[config.mk]
export PLATFORM = sky130hd
export DESIGN_NAME = flash_cmd_config_fault_inject
export DESIGN_NICKNAME = d
export VERILOG_FILES = /design/src/shared/flash_cmd_pkg.sv /design/src/shared/flash_array_if.sv /design/src/design/flash_cmd_config_fault_inject.sv /design/src/design/flash_cmd_engine.sv /design/src/design/flash_read_port.sv
export SDC_FILE = /design/constraint.sdc
export NUM_CORES = 1
export LEC_CHECK = 0
export BUFFER_PORTS_ARGS = -buffer_cell sky130_fd_sc_hd__buf_2
export CAP_MARGIN = 10
export CORE_MARGIN = 4
export CORE_UTILIZATION = 58
export CTS_CLUSTER_SIZE = 8
export DETAILED_ROUTE_END_ITERATION = 12
export PLACE_DENSITY = 0.82
export RECOVER_POWER = 25
export SKIP_LAST_GASP = 1
export SYNTH_ARGS = -nofsm -noshare
export SYNTH_HDL_FRONTEND = slang
export SYNTH_SLANG_ARGS = --single-unit
[constraint.sdc]
create_clock -name aclk -period 4.01 [get_ports aclk]
set_clock_uncertainty 0.05 [all_clocks]
set_input_delay 0 -clock aclk [delete_from_list [all_inputs] [get_ports aclk]]
set_output_delay 0 -clock aclk [all_outputs]
set_load 0.01 [all_outputs]
[src/shared/flash_cmd_pkg.sv]
// Constants, register map and command codes for the flash command block.
// Assumes a 32-bit AXI4-Lite register bus and one 250 MHz clock.
package flash_cmd_pkg;
	// Register byte offsets
	localparam logic [7:0] off_flash_config   = 8'h00;
	localparam logic [7:0] off_cmd_status     = 8'h04;
	localparam logic [7:0] off_cmd_index      = 8'h08;
	localparam logic [7:0] off_cmd_object     = 8'h0C;
	localparam logic [7:0] off_fault_status   = 8'h10;
	localparam logic [7:0] off_fault_irq_cfg  = 8'h14;
	localparam logic [7:0] off_irq_status     = 8'h18;
	localparam logic [7:0] off_irq_clear      = 8'h1C;
	localparam logic [7:0] off_irq_enable     = 8'h20;
	// Config field positions and writable mask
	localparam int         bit_cmd_done_irq_en    = 7;
	localparam int         bit_ignore_single      = 4;
	localparam int         bit_force_double       = 1;
	localparam int         bit_force_single       = 0;
	localparam logic [7:0] config_mask            = 8'h93;
	localparam logic [7:0] config_reset           = 8'h00;
	// Command status fields
	localparam int         bit_cmd_done_flag      = 7;
	localparam int         bit_access_error       = 5;
	localparam int         bit_protect_violation  = 4;
	localparam int         bit_result_hi          = 1;
	localparam int         bit_result_lo          = 0;
	// Fault fields
	localparam int         bit_double_fault       = 1;
	localparam int         bit_single_fault       = 0;
	// Command codes and object indices
	localparam logic [7:0] cmd_erase_verify       = 8'h03;
	localparam logic [7:0] cmd_read_once          = 8'h04;
	localparam logic [2:0] idx_erase_last         = 3'h2;
	localparam logic [2:0] idx_read_once_last     = 3'h1;
	localparam logic [2:0] idx_result_first       = 3'h2;
	localparam int         read_once_phrases      = 8;
	localparam logic [15:0] read_once_max_index   = 16'h0007;
	localparam logic [17:0] pflash_top            = 18'h3FFFF;
	localparam logic [2:0] phrase_align           = 3'h0;
	// Array read latency in cycles per phrase
	localparam int         array_wait             = 2;
	// Command engine states
	typedef enum logic [1:0]
	{
		st_idle   = 2'b00,
		st_check  = 2'b01,
		st_verify = 2'b10,
		st_read1  = 2'b11
	} cmd_state_t;
endpackage

[src/shared/flash_array_if.sv]
// Array port between the command engine and the array model/wrapper.
// Assumes one clock; request held until ack pulse.
`timescale 1ns/10ps
interface flash_array_if;
	logic        req;        // Read request level
	logic [17:0] addr;       // Phrase byte address
	logic        info;       // Select information area
	logic        ack;        // Data valid pulse
	logic [63:0] data;       // Phrase data
	logic        sbe;        // Corrected single fault
	logic        dbe;        // Uncorrectable double fault
	modport engine (output req, output addr, output info, input ack, input data,
		input sbe, input dbe);
	modport array (input req, input addr, input info, output ack, output data,
		output sbe, output dbe);
endinterface

[src/design/flash_cmd_config_fault_inject.sv]
// Top: AXI4-Lite registers, config, command object, fault flags, interrupts.
// Assumes a phrase-wide array behind the arr_* pins and a CPU read strobe.
//
// Implementation choices: the address map and the AXI4-Lite slave port.
`timescale 1ns/10ps
module flash_cmd_config_fault_inject
(
	input  wire logic        aclk,
	input  wire logic        aresetn,
	input  wire logic [7:0]  s_axi_awaddr,
	input  wire logic        s_axi_awvalid,
	output logic             s_axi_awready,
	input  wire logic [31:0] s_axi_wdata,
	input  wire logic [3:0]  s_axi_wstrb,
	input  wire logic        s_axi_wvalid,
	output logic             s_axi_wready,
	output logic [1:0]       s_axi_bresp,
	output logic             s_axi_bvalid,
	input  wire logic        s_axi_bready,
	input  wire logic [7:0]  s_axi_araddr,
	input  wire logic        s_axi_arvalid,
	output logic             s_axi_arready,
	output logic [31:0]      s_axi_rdata,
	output logic [1:0]       s_axi_rresp,
	output logic             s_axi_rvalid,
	input  wire logic        s_axi_rready,
	input  wire logic        cpu_rd,       // CPU array read pulse
	input  wire logic        mode_ok,      // Command available in mode
	output logic             arr_req,
	output logic [17:0]      arr_addr,
	output logic             arr_info,
	input  wire logic        arr_ack,
	input  wire logic [63:0] arr_data,
	input  wire logic        arr_sbe,
	input  wire logic        arr_dbe,
	output logic             irq           // Level interrupt
);
	flash_array_if           aif();
	logic [7:0]              cfg;          // Config register
	logic                    done_flag;    // Command done flag
	logic                    acc_err;      // Access error
	logic                    res_hi;       // Upper result bit
	logic                    res_lo;       // Lower result bit
	logic [2:0]              cidx;         // Command object index
	logic [2:0]              last_idx;     // Last written index
	logic [15:0]             cobj [0:5];   // Command object words
	logic [1:0]              fault;        // Double, single
	logic [1:0]              fault_ien;    // Fault irq enables
	logic [2:0]              ist;          // Sticky irq status
	logic [2:0]              ien;          // Irq enable
	logic                    have_aw;      // Write address held
	logic                    have_w;       // Write data held
	logic [7:0]              waddr;
	logic [31:0]             wdata;
	logic [3:0]              wstrb;
	logic                    wr_go;        // Write executes
	logic                    launch;       // Launch pulse
	logic                    eng_start;    // Checks passed
	logic                    eng_done;
	logic                    nb;
	logic                    ae;
	logic                    he;
	logic [63:0]             phr;
	logic                    cpu_ev;
	logic                    c_sbe;
	logic                    c_dbe;
	logic                    c_col;
	logic                    set_sf;
	logic                    set_df;
	logic [17:0]             ev_addr;
	logic [18:0]             ev_end;

	flash_cmd_engine flash_cmd_engine_inst
	(
		.aclk      (aclk),
		.aresetn   (aresetn),
		.start     (launch & eng_start),
		.code      (cobj[0][15:8]),
		.addr      (cobj[0][15:8] == flash_cmd_pkg::cmd_read_once ? {2'b00, cobj[1]} : ev_addr),
		.count     (cobj[2]),
		.arr       (aif.engine),
		.done      (eng_done),
		.not_blank (nb),
		.any_err   (ae),
		.hard_err  (he),
		.phrase    (phr)
	);

	flash_read_port flash_read_port_inst
	(
		.aclk        (aclk),
		.aresetn     (aresetn),
		.eng         (aif.array),
		.cpu_rd      (cpu_rd),
		.busy        (~done_flag),
		.arr_req     (arr_req),
		.arr_addr    (arr_addr),
		.arr_info    (arr_info),
		.arr_ack     (arr_ack),
		.arr_data    (arr_data),
		.arr_sbe     (arr_sbe),
		.arr_dbe     (arr_dbe),
		.cpu_ev      (cpu_ev),
		.cpu_sbe     (c_sbe),
		.cpu_dbe     (c_dbe),
		.cpu_collide (c_col)
	);

	// Write byte 0 mask helper, used by every register write
	function automatic logic lane0(input logic [3:0] s);
		lane0 = s[0];
	endfunction

	// Section address: code byte is high byte of word 0, addr 17:16 low
	assign ev_addr = {cobj[0][1:0], cobj[1]};
	assign ev_end  = {1'b0, ev_addr} + {cobj[2], 3'h0};

	// AXI write channel capture; address and data in either order
	assign s_axi_awready = ~have_aw & ~s_axi_bvalid;
	assign s_axi_wready  = ~have_w & ~s_axi_bvalid;
	assign wr_go         = have_aw & have_w & ~s_axi_bvalid;
	always_ff @(posedge aclk)
	begin
		if (!aresetn)
		begin
			have_aw      <= 1'b0;
			have_w       <= 1'b0;
			waddr        <= 8'h00;
			wdata        <= 32'h00000000;
			wstrb        <= 4'h0;
			s_axi_bvalid <= 1'b0;
		end
		else
		begin
			if (s_axi_awvalid & s_axi_awready)
			begin
				have_aw <= 1'b1;
				waddr   <= s_axi_awaddr;
			end
			if (s_axi_wvalid & s_axi_wready)
			begin
				have_w <= 1'b1;
				wdata  <= s_axi_wdata;
				wstrb  <= s_axi_wstrb;
			end
			if (wr_go)
			begin
				have_aw      <= 1'b0;
				have_w       <= 1'b0;
				s_axi_bvalid <= 1'b1;
			end
			else if (s_axi_bready)
				s_axi_bvalid <= 1'b0;
		end
	end
	// Unmapped writes are accepted and dropped
	assign s_axi_bresp = 2'b00;

	// Config register, writable bits only
	always_ff @(posedge aclk)
	begin
		if (!aresetn)
			cfg <= flash_cmd_pkg::config_reset;
		else if (wr_go & lane0(wstrb) & waddr == flash_cmd_pkg::off_flash_config)
			cfg <= wdata[7:0] & flash_cmd_pkg::config_mask;
	end

	// Launch: write one to done flag while idle
	assign launch = wr_go & lane0(wstrb) & waddr == flash_cmd_pkg::off_cmd_status
		& wdata[flash_cmd_pkg::bit_cmd_done_flag] & done_flag;
	// Launch
	always_comb
	begin
		eng_start = 1'b0;
		if (cobj[0][15:8] == flash_cmd_pkg::cmd_erase_verify)
			eng_start = last_idx == flash_cmd_pkg::idx_erase_last & mode_ok
				& cobj[0][7:2] == 6'h00 & cobj[2] != 16'h0000
				& ev_addr[2:0] == flash_cmd_pkg::phrase_align
				& ev_end <= {1'b0, flash_cmd_pkg::pflash_top} + 19'h00001;
		else if (cobj[0][15:8] == flash_cmd_pkg::cmd_read_once)
			eng_start = last_idx == flash_cmd_pkg::idx_read_once_last & mode_ok
				& cobj[1] <= flash_cmd_pkg::read_once_max_index;
	end

	// Command status; protect violation never set
	always_ff @(posedge aclk)
	begin
		if (!aresetn)
		begin
			done_flag <= 1'b1;
			acc_err   <= 1'b0;
			res_hi    <= 1'b0;
			res_lo    <= 1'b0;
		end
		else if (launch)
		begin
			acc_err   <= ~eng_start;
			done_flag <= ~eng_start;
			res_hi    <= 1'b0;
			res_lo    <= 1'b0;
		end
		else if (eng_done)
		begin
			// Result bits
			done_flag <= 1'b1;
			res_hi    <= nb | ae;
			res_lo    <= nb | he;
		end
	end

	// Command object words; writes only when idle
	always_ff @(posedge aclk)
	begin
		if (!aresetn)
		begin
			cidx     <= 3'h0;
			last_idx <= 3'h0;
			for (int i = 0; i < 6; i++)
				cobj[i] <= 16'h0000;
		end
		else if (eng_done & cobj[0][15:8] == flash_cmd_pkg::cmd_read_once)
		begin
			// Results land as done sets
			cobj[2] <= phr[63:48];
			cobj[3] <= phr[47:32];
			cobj[4] <= phr[31:16];
			cobj[5] <= phr[15:0];
		end
		else if (wr_go & done_flag & lane0(wstrb))
		begin
			if (waddr == flash_cmd_pkg::off_cmd_index)
				cidx <= wdata[2:0];
			else if (waddr == flash_cmd_pkg::off_cmd_object & cidx < 3'h6)
			begin
				cobj[cidx] <= wdata[15:0];
				last_idx   <= cidx;
			end
		end
	end

	// Fault sources: forced, real or collision
	assign set_sf = cpu_ev & (cfg[flash_cmd_pkg::bit_force_single] | c_col
		| (c_sbe & ~cfg[flash_cmd_pkg::bit_ignore_single]));
	assign set_df = cpu_ev & (cfg[flash_cmd_pkg::bit_force_double] | c_col | c_dbe);

	// Fault flags, write-one-clear, set wins
	always_ff @(posedge aclk)
	begin
		if (!aresetn)
		begin
			fault     <= 2'b00;
			fault_ien <= 2'b00;
		end
		else
		begin
			if (wr_go & lane0(wstrb) & waddr == flash_cmd_pkg::off_fault_irq_cfg)
				fault_ien <= wdata[1:0];
			if (wr_go & lane0(wstrb) & waddr == flash_cmd_pkg::off_fault_status)
				fault <= (fault & ~wdata[1:0]) | {set_df, set_sf};
			else
				fault <= fault | {set_df, set_sf};
		end
	end

	// Sticky irq status for done, single and double events
	always_ff @(posedge aclk)
	begin
		if (!aresetn)
		begin
			ist <= 3'b000;
			ien <= 3'b000;
		end
		else
		begin
			if (wr_go & lane0(wstrb) & waddr == flash_cmd_pkg::off_irq_enable)
				ien <= wdata[2:0];
			if (wr_go & lane0(wstrb) & waddr == flash_cmd_pkg::off_irq_clear)
				ist <= (ist & ~wdata[2:0]) | {set_df, set_sf, eng_done};
			else
				ist <= ist | {set_df, set_sf, eng_done};
		end
	end

	// Level interrupt from flags and enables
	assign irq = (done_flag & cfg[flash_cmd_pkg::bit_cmd_done_irq_en])
		| (fault[1] & fault_ien[1]) | (fault[0] & fault_ien[0]) | |(ist & ien);

	// AXI read channel, answer one cycle after address
	assign s_axi_arready = ~s_axi_rvalid;
	assign s_axi_rresp   = 2'b00;
	always_ff @(posedge aclk)
	begin
		if (!aresetn)
		begin
			s_axi_rvalid <= 1'b0;
			s_axi_rdata  <= 32'h00000000;
		end
		else if (s_axi_arvalid & s_axi_arready)
		begin
			s_axi_rvalid <= 1'b1;
			unique case (s_axi_araddr)
				flash_cmd_pkg::off_flash_config:  s_axi_rdata <= {24'h000000, cfg};
				flash_cmd_pkg::off_cmd_status:    s_axi_rdata <= {24'h000000, done_flag,
					1'b0, acc_err, 1'b0, 2'b00, res_hi, res_lo};
				flash_cmd_pkg::off_cmd_index:     s_axi_rdata <= {29'h00000000, cidx};
				flash_cmd_pkg::off_cmd_object:    s_axi_rdata <= {16'h0000,
					cidx < 3'h6 ? cobj[cidx] : 16'h0000};
				flash_cmd_pkg::off_fault_status:  s_axi_rdata <= {30'h00000000, fault};
				flash_cmd_pkg::off_fault_irq_cfg: s_axi_rdata <= {30'h00000000, fault_ien};
				flash_cmd_pkg::off_irq_status:    s_axi_rdata <= {29'h00000000, ist};
				flash_cmd_pkg::off_irq_enable:    s_axi_rdata <= {29'h00000000, ien};
				default:                          s_axi_rdata <= 32'h00000000;
			endcase
		end
		else if (s_axi_rready)
			s_axi_rvalid <= 1'b0;
	end
endmodule

[src/design/flash_cmd_engine.sv]
// Runs erase-verify and read-once commands over the array interface.
// Assumes the top only starts it while idle.
`timescale 1ns/10ps
module flash_cmd_engine
(
	input  wire logic        aclk,
	input  wire logic        aresetn,
	input  wire logic        start,        // Launch pulse
	input  wire logic [7:0]  code,         // Command code
	input  wire logic [17:0] addr,         // Start address or phrase index
	input  wire logic [15:0] count,        // Phrase count
	flash_array_if.engine    arr,
	output logic             done,         // Finish pulse
	output logic             not_blank,    // Blank check failed
	output logic             any_err,      // Any read error in erase verify
	output logic             hard_err,     // Uncorrectable error in erase verify
	output logic [63:0]      phrase        // Read once data
);
	flash_cmd_pkg::cmd_state_t state;
	logic [15:0]             left;         // Phrases remaining
	// Sequencer: one phrase per array ack
	always_ff @(posedge aclk)
	begin
		if (!aresetn)
		begin
			state     <= flash_cmd_pkg::st_idle;
			left      <= 16'h0000;
			arr.req   <= 1'b0;
			arr.addr  <= 18'h00000;
			arr.info  <= 1'b0;
			done      <= 1'b0;
			not_blank <= 1'b0;
			any_err   <= 1'b0;
			hard_err  <= 1'b0;
			phrase    <= 64'h0000000000000000;
		end
		else
		begin
			done <= 1'b0;
			unique case (state)
				flash_cmd_pkg::st_idle:
				begin
					if (start)
					begin
						not_blank <= 1'b0;
						any_err   <= 1'b0;
						hard_err  <= 1'b0;
						arr.req   <= 1'b1;
						if (code == flash_cmd_pkg::cmd_read_once)
						begin
							// Info area phrase index
							arr.info <= 1'b1;
							arr.addr <= {addr[14:0], 3'h0};
							state    <= flash_cmd_pkg::st_read1;
						end
						else
						begin
							arr.info <= 1'b0;
							arr.addr <= addr;
							left     <= count;
							state    <= flash_cmd_pkg::st_verify;
						end
					end
				end
				flash_cmd_pkg::st_verify:
				begin
					if (arr.ack)
					begin
						// Blank and error tracking
						if (arr.data != 64'hFFFFFFFFFFFFFFFF)
							not_blank <= 1'b1;
						if (arr.sbe | arr.dbe)
							any_err <= 1'b1;
						if (arr.dbe)
							hard_err <= 1'b1;
						arr.addr <= arr.addr + 18'h00008;
						left     <= left - 16'h0001;
						if (left <= 16'h0001)
						begin
							arr.req <= 1'b0;
							done    <= 1'b1;
							state   <= flash_cmd_pkg::st_idle;
						end
					end
				end
				flash_cmd_pkg::st_read1:
				begin
					if (arr.ack)
					begin
						phrase  <= arr.data;
						arr.req <= 1'b0;
						done    <= 1'b1;
						state   <= flash_cmd_pkg::st_idle;
					end
				end
				default:
				begin
					arr.req <= 1'b0;
					state   <= flash_cmd_pkg::st_idle;
				end
			endcase
		end
	end
endmodule

[src/design/flash_read_port.sv]
// Drives the outer array pins from the engine; CPU array reads are only checked.
// Assumes array returns ack one cycle or more after req.
`timescale 1ns/10ps
module flash_read_port
(
	input  wire logic        aclk,
	input  wire logic        aresetn,
	flash_array_if.array     eng,          // Engine side
	input  wire logic        cpu_rd,       // CPU array read pulse
	input  wire logic        busy,         // Command running
	output logic             arr_req,      // To array
	output logic [17:0]      arr_addr,     // To array
	output logic             arr_info,     // Info area select
	input  wire logic        arr_ack,      // From array
	input  wire logic [63:0] arr_data,     // From array
	input  wire logic        arr_sbe,      // From array
	input  wire logic        arr_dbe,      // From array
	output logic             cpu_ev,       // CPU read finished pulse
	output logic             cpu_sbe,      // Its single fault
	output logic             cpu_dbe,      // Its double fault
	output logic             cpu_collide   // Read during command
);
	// Engine owns the array; CPU reads are checked only
	assign arr_req  = eng.req;
	assign arr_addr = eng.addr;
	assign arr_info = eng.info;
	assign eng.ack  = arr_ack;
	assign eng.data = arr_data;
	assign eng.sbe  = arr_sbe;
	assign eng.dbe  = arr_dbe;
	// Register CPU read outcome one cycle late
	always_ff @(posedge aclk)
	begin
		if (!aresetn)
		begin
			cpu_ev      <= 1'b0;
			cpu_sbe     <= 1'b0;
			cpu_dbe     <= 1'b0;
			cpu_collide <= 1'b0;
		end
		else
		begin
			cpu_ev      <= cpu_rd;
			cpu_sbe     <= cpu_rd & arr_sbe & ~busy;
			cpu_dbe     <= cpu_rd & arr_dbe & ~busy;
			cpu_collide <= cpu_rd & busy;
		end
	end
endmodule

==> results of run 1 <==
-- cells in the final DEF (no fill, tap or decap), drive strengths merged, types with 25 or more instances in the layout --
| cell type | synthesis | routed |
|---|---|---|
| a21oi | 160 | 160 |
| a22o | 64 | 64 |
| and2 | 41 | 41 |
| buf | 34 | 150 |
| clkbuf | 79 | 119 |
| conb | 1 | 52 |
| dfxtp | 181 | 181 |
| dlygate4sd3 | 0 | 116 |
| edfxtp | 128 | 128 |
| mux2i | 45 | 45 |
| mux4 | 32 | 32 |
| nand2 | 261 | 261 |
| nand3 | 33 | 33 |
| nand4 | 25 | 25 |
| nor2 | 89 | 89 |
| nor3 | 25 | 25 |
| o21ai | 46 | 46 |
-- per-layer routing --
metal / track usage (%) / wire length [um] / vias to the layer above
li1: - / - / 6044
met1: 43.1 / 17800 / 6524
met2: 56.9 / 23700 / 940
met3: 5.69 / 4850 / 191
met4: 14.6 / 2350 / 0
met5: 0 / 0 / -
-- sequential cells by signal (all words and copies together), names as in the netlist, 3 cells and up, named ones only --
register                        flops
cobj                              128
flash_cmd_engine_inst.phrase       64
flash_cmd_engine_inst.arr.addr     18
flash_cmd_engine_inst.left         16
s_axi_rdata                        16
wdata                              16
waddr                               8
cfg                                 4
cidx                                3
ien                                 3
ist                                 3
last_idx                            3
-- worst max-delay path by stage --
stage	end	slack (ns)
after floorplan	cobj[2][0]	0.56
after global placement	flash_cmd_engine_inst.arr.addr[7]	0.15
after detailed placement	flash_cmd_engine_inst.arr.addr[14]	-0.06
after CTS	flash_cmd_engine_inst.arr.addr[14]	0.06
after global routing	flash_cmd_engine_inst.arr.addr[4]	0.009
final	flash_cmd_engine_inst.any_err	0.21
-- per-stage QoR --
| stage | setup slack (ns) | hold slack (ns) | area, um^2 |
|---|---|---|---|
| final | 0.210 | 0.0322 | 18400 |
| after global routing | 0.00861 | 0.0943 | 18400 |
| after CTS | 0.0588 | 0.00795 | 18400 |
| after detailed placement | -0.0616 | 0.147 | 16000 |
| after global placement | 0.151 | 0.133 | 16000 |
| after floorplan | 0.556 | 0.0501 | 14900 |
-- power by group --
group	internal [uW]	total [uW]	leakage, uW	switching (uW)
sequential	3360	3450	0.00278	89.9
clock	2100	3460	0.000612	1360
combinational	224	510	0.00347	285
total	5680	7420	0.00686	1740
-- area by class of cell --
class / count / area, um^2 / share of cell area (%)
repair buffers: 312 / 2190 / 11.9
diodes: 2 / 5.00 / 0.0272
clock inverters: 2 / 46.3 / 0.252
clock buffers: 73 / 1240 / 6.75
well taps: 330 / 413 / 2.25
inverters: 13 / 51.3 / 0.279
flip-flops and latches: 309 / 7470 / 40.6
multi-input cells: 1105 / 6970 / 37.9
-- timing repair --
item                                    in CTS  in global routing
hold endpoints to repair                   134                  0
hold buffers                               116                  0
setup buffers                                0                  1
gates resized for setup                      2                  6
endpoints found under the setup margin       2                 17
pin swaps                                    0                  1
-- tightest hold or removal path, cell delays in order --
cell     delay, ns
buf_2         0.12
nand4_1       0.20
o21ai_0       0.13
o211a_1       0.12
-- kinds of logic (layout without fill, tap and decap cells) --
kind of cell               count (synthesis)  after routing  synth area share, %
and+or+nand+nor                          566            566                 18.2
AOI/OAI and AO/OA                        380            380                 17.0
DFF                                      309            309                 50.7
buffers and inverters                    126            400                 3.77
muxes                                     82             82                 8.33
adders and majority gates                 19             19                 1.66
xor gates and xnor gates                   6              6                0.357
other                                      1             54               0.0254
==> flow_metrics.tcl, run 1 <==
set metrics [dict create \
    outcome "finished, violations left" \
    violations "capacitance limit, slew limit" \
    drv_cap 2 \
    antenna_found_initial 2 \
    clkTransAtPathRegs_ns 0.05 \
    hold_end "s_axi_rdata[1]" \
    avgSynthCellArea_um2 9.90 \
    netlist_top_cells_count "261 x nand2_1, 181 x dfxtp_1, 160 x a21oi_1" \
    synth_area_leaders "edfxtp_1 26%, dfxtp_1 25%, nand2_1 6.6%" \
    drc 0 \
    ys_ff_latch 309 \
    core.rowCount 58 \
    path_buf_inv 0 \
    hp-class "input pin to flop" \
    nNetsFinal 1932 \
    first_iter_violations 1764 \
    yosysSeqAreaShare_pct 50.7 \
    io_pins 190 \
    hp-start "s_axi_araddr[2]" \
    grt_max_degree 106 \
    hpwlAfterDp_um 30000 \
    max_freq_mhz 263 \
    start_kind "flop" \
    cts-htree-levels 2 \
    yosys.cell_types.count 77 \
    track_usage_pct 33.7 \
    period_share_pct 94.8 \
    die-width_um 167 \
    fill_cells 1650 \
    power_per_cell_area_nw_per_um2 404 \
    crit_start "cobj[1][3]" \
    grt_pass1_vias 13600 \
    synth_top_area_share_pct 26.1 \
    cts_made_buffers 44 \
    yosysWarningCount 0 \
    period_needed_ns 3.80 \
    via_per_inst 6.38 \
    netlist.top_cell.by_area "edfxtp_1" \
    slowest_delay_ns 0.77 \
    regToRegSetupSlack_ns 0.21 \
    syn_to_final_growth_pct 24.8 \
    r2r-start "cobj[1][3]" \
    path_class "flop to flop" \
    synth_edf_count 128 \
    max_slew_margin_pct -51.2 \
    vias 13700 \
    root_buffer "clkbuf_16" \
    finalPower_uw 7420 \
    cp.arrival_ns 4.17 \
    rsz0062_at_grt "false" \
    cts_sinks 309 \
    p_leak_uw 0.00686 \
    ff2ff_path_depth 11 \
    clk_path_buf_depth 3 \
    synth_cells 1489 \
    coreArea_um2 25100 \
    placedCellCount 1952 \
    finish.utilization_pct 73.2 \
    final.setup.tns_ns 0 \
    detail-route-antenna-nets 0 \
    endpoint_kind "flop" \
    drt_wl_total_um 48600 \
    grt-ovfl-total 0 \
    die_area_um2 28000 \
    io_buffers 150 \
    syn-cell-area_um2 14700 \
    critPathMaxFanout 10 \
    layout-drive-gt1-share_pct 14.6 \
    async_reset_ff_share_pct 0 \
    drv_slew 147 \
    finalHoldViolations 0 \
    grt_pass1_wl_um 75600 \
    fp.dieH_um 167 \
    whs_path_depth 4 \
    clk_latency_ns 0.54 \
    synth_most_common_cell "nand2_1" \
    drtPass1Iterations 7 \
    synth_flop_cell "dfxtp_1" \
    worst_ir_drop_vdd_v 0.000305 \
    reg2reg_to "flash_cmd_engine_inst.any_err" \
    wire_per_inst_um 22.7 \
    crit_top_cell "a21oi_1" \
    gp_congestion 0.946 \
    worst_path_max_delay_cell "a21oi_1" \
    cts_tree "yes" \
    setup_viol 0 \
    tightest_slew_ns 2.27 \
    crit_chain "ha_1, fa_1, a21o_1, a31o_2, a21oi_1, mux2i_1, a211oi_1, nor4bb_2, a21oi_1, nor3_1, o21ba_2" \
    start_util_pct 58.7 \
    cp.depth 11 \
    crit_required_ns 4.38 \
    crit_family "compound AO/OA/AOI/OAI gates" \
    fin_cells 2146 \
]
(Power assumes the default switching activity.)
==> inputs of run 2 (changes only) <==
--- a/config.mk
+++ b/config.mk
@@ -11,9 +11,10 @@
 export CORE_UTILIZATION = 58
 export CTS_CLUSTER_SIZE = 8
 export DETAILED_ROUTE_END_ITERATION = 12
-export PLACE_DENSITY = 0.82
+export PLACE_DENSITY_LB_ADDON = 0.3
 export RECOVER_POWER = 25
 export SKIP_LAST_GASP = 1
 export SYNTH_ARGS = -nofsm -noshare
 export SYNTH_HDL_FRONTEND = slang
 export SYNTH_SLANG_ARGS = --single-unit
+export TNS_END_PERCENT = 1
==> run 2 against run 1 <==
The flow still finishes with violations (capacitance limit, slew limit). Hold slack got worse by 0.0073 ns. Setup slack worse by 0.015 ns. Critical path depth stayed put. Global-route usage decreased by 0.15 points. Largest power group is now registers. Power decreased by 0.74%. Die area did not move.
==> flow_metrics.tcl, run 2 (synthesized netlist as in run 1, its figures left out) <==
set metrics [dict create \
    io_pins 190 \
    grt_pass1_wl_um 74900 \
    die-width_um 167 \
    coreArea_um2 25100 \
    finish.utilization_pct 73.1 \
    fp.dieH_um 167 \
    hpwlAfterDp_um 30100 \
    wire_per_inst_um 22.5 \
    fill_cells 1702 \
    p_leak_uw 0.00685 \
    reg.largest.list "cobj: 128 flops, flash_cmd_engine_inst.phrase: 64 flops, flash_cmd_engine_inst.arr.addr: 18 flops" \
    grt-ovfl-total 0 \
    final_common_cell "nand2_1" \
    vias 13500 \
    tightest_slew_ns 2.31 \
    antenna_found_initial 3 \
    clk_path_buf_depth 3 \
    worst_path_max_delay_cell "o31ai_2" \
    cp.arrival_ns 4.19 \
    period_needed_ns 3.81 \
    start_kind "flop" \
    power_per_cell_area_nw_per_um2 401 \
    nNetsFinal 1934 \
    slowest_delay_ns 0.51 \
    cts_made_buffers 44 \
    drtPass1Iterations 6 \
    hp-class "input pin to flop" \
    drv_cap 2 \
    cts-htree-levels 2 \
    crit_chain "ha_1, fa_1, a21o_1, a311o_1, a21oi_1, xnor2_1, o2111ai_1, a2111oi_4, a31oi_2, o31ai_2, o21ba_2" \
    root_buffer "clkbuf_16" \
    cts_tree "yes" \
    period_share_pct 95.1 \
    grt_max_degree 103 \
    gp_congestion 0.903 \
    syn_to_final_growth_pct 24.5 \
    worst_ir_drop_vdd_v 0.000383 \
    first_iter_violations 1604 \
    ff2ff_path_depth 11 \
    clk_latency_ns 0.55 \
    layout_common_cells "261 x nand2_1, 180 x dfxtp_1, 160 x a21oi_1" \
    max_freq_mhz 262 \
    path_class "flop to flop" \
    violations "capacitance limit, slew limit" \
    via_per_inst 6.30 \
    critPathMaxFanout 7 \
    layout-drive-gt1-share_pct 14.5 \
    drc 0 \
    track_usage_pct 33.6 \
    detail-route-antenna-nets 0 \
    largest_reg_flops 128 \
    clkTransAtPathRegs_ns 0.05 \
    die_area_um2 28000 \
    max_slew_margin_pct -54.1 \
    setup_viol 0 \
    io_buffers 150 \
    start_util_pct 58.7 \
    whs_path_depth 8 \
    outcome "finished, violations left" \
    cts_sinks 309 \
    endpoint_kind "flop" \
    finalHoldViolations 0 \
    top_register "cobj" \
    grt_pass1_vias 13300 \
    finalPower_uw 7360 \
    drt_wl_total_um 48200 \
    drv_slew 150 \
    crit_required_ns 4.39 \
    core.rowCount 58 \
    rsz0062_at_grt "true" \
]
## run 2: worst max-delay path: cells and delay by family (launching register included)
kind	cells	cell delay [ns]
AOI/OAI and AO/OA	8	2.39
xor gates and xnor gates	1	0.16
adders and majority gates	2	0.71
DFF	1	0.39
## run 2: stage by stage
stage                     std cells  hold slack, ns  setup TNS (ns)  cell area [um^2]  setup WS (ns)
final                          2146          0.0249               0             18400          0.196
after floorplan                1540          0.0501               0             14900          0.556
after detailed placement       1955           0.145               0             16000          0.274
after CTS                      2144          0.0232               0             18400          0.250
after global placement         1955           0.134               0             16000          0.289
after global routing           2146          0.0689         -0.0491             18400        -0.0210
## run 2: cell type report
type	count	area [um^2]	area share, %
flip-flops and latches	309	7470	40.7
multi-input cells	1105	6950	37.9
repair buffers	314	2210	12.0
clock buffers	71	1210	6.61
well taps	330	413	2.25
inverters	13	51.3	0.280
clock inverters	2	50.0	0.273
diodes	2	5.00	0.0273
## run 2: worst paths after layout
| kind | end | startpoint | slack [ns] |
|---|---|---|---|
| worst max-delay path | flash_cmd_engine_inst.not_blank | cobj[2][0] | 0.20 |
| worst max register to register | flash_cmd_engine_inst.not_blank | cobj[2][0] | 0.20 |
| worst min-delay path | s_axi_rdata[4] | s_axi_araddr[0] | 0.02 |
| worst min register to register | flash_cmd_engine_inst.phrase[59] | flash_cmd_engine_inst.phrase[59] | 0.40 |
## run 2: power breakdown
part	internal, uW	switching, uW	leakage, uW
Clock	2060	1340	0.000601
Combinational	225	287	0.00347
Sequential	3360	87.9	0.00278
Total	5640	1720	0.00685
## run 2: metal layers
| layer | up-vias | routed length (um) | track usage, % |
|---|---|---|---|
| met5 | - | 9 | 0 |
| met4 | 2 | 2400 | 15.0 |
| met3 | 190 | 4630 | 6.47 |
| met2 | 836 | 22900 | 55.6 |
| met1 | 6443 | 18200 | 43.1 |
| li1 | 6049 | - | - |
## run 2: timing repair
action,CTS,global route
endpoints found under the hold margin,134,0
buffers inserted,0,0
setup endpoints to repair,0,11
resized for setup,0,2
hold buffers,116,0
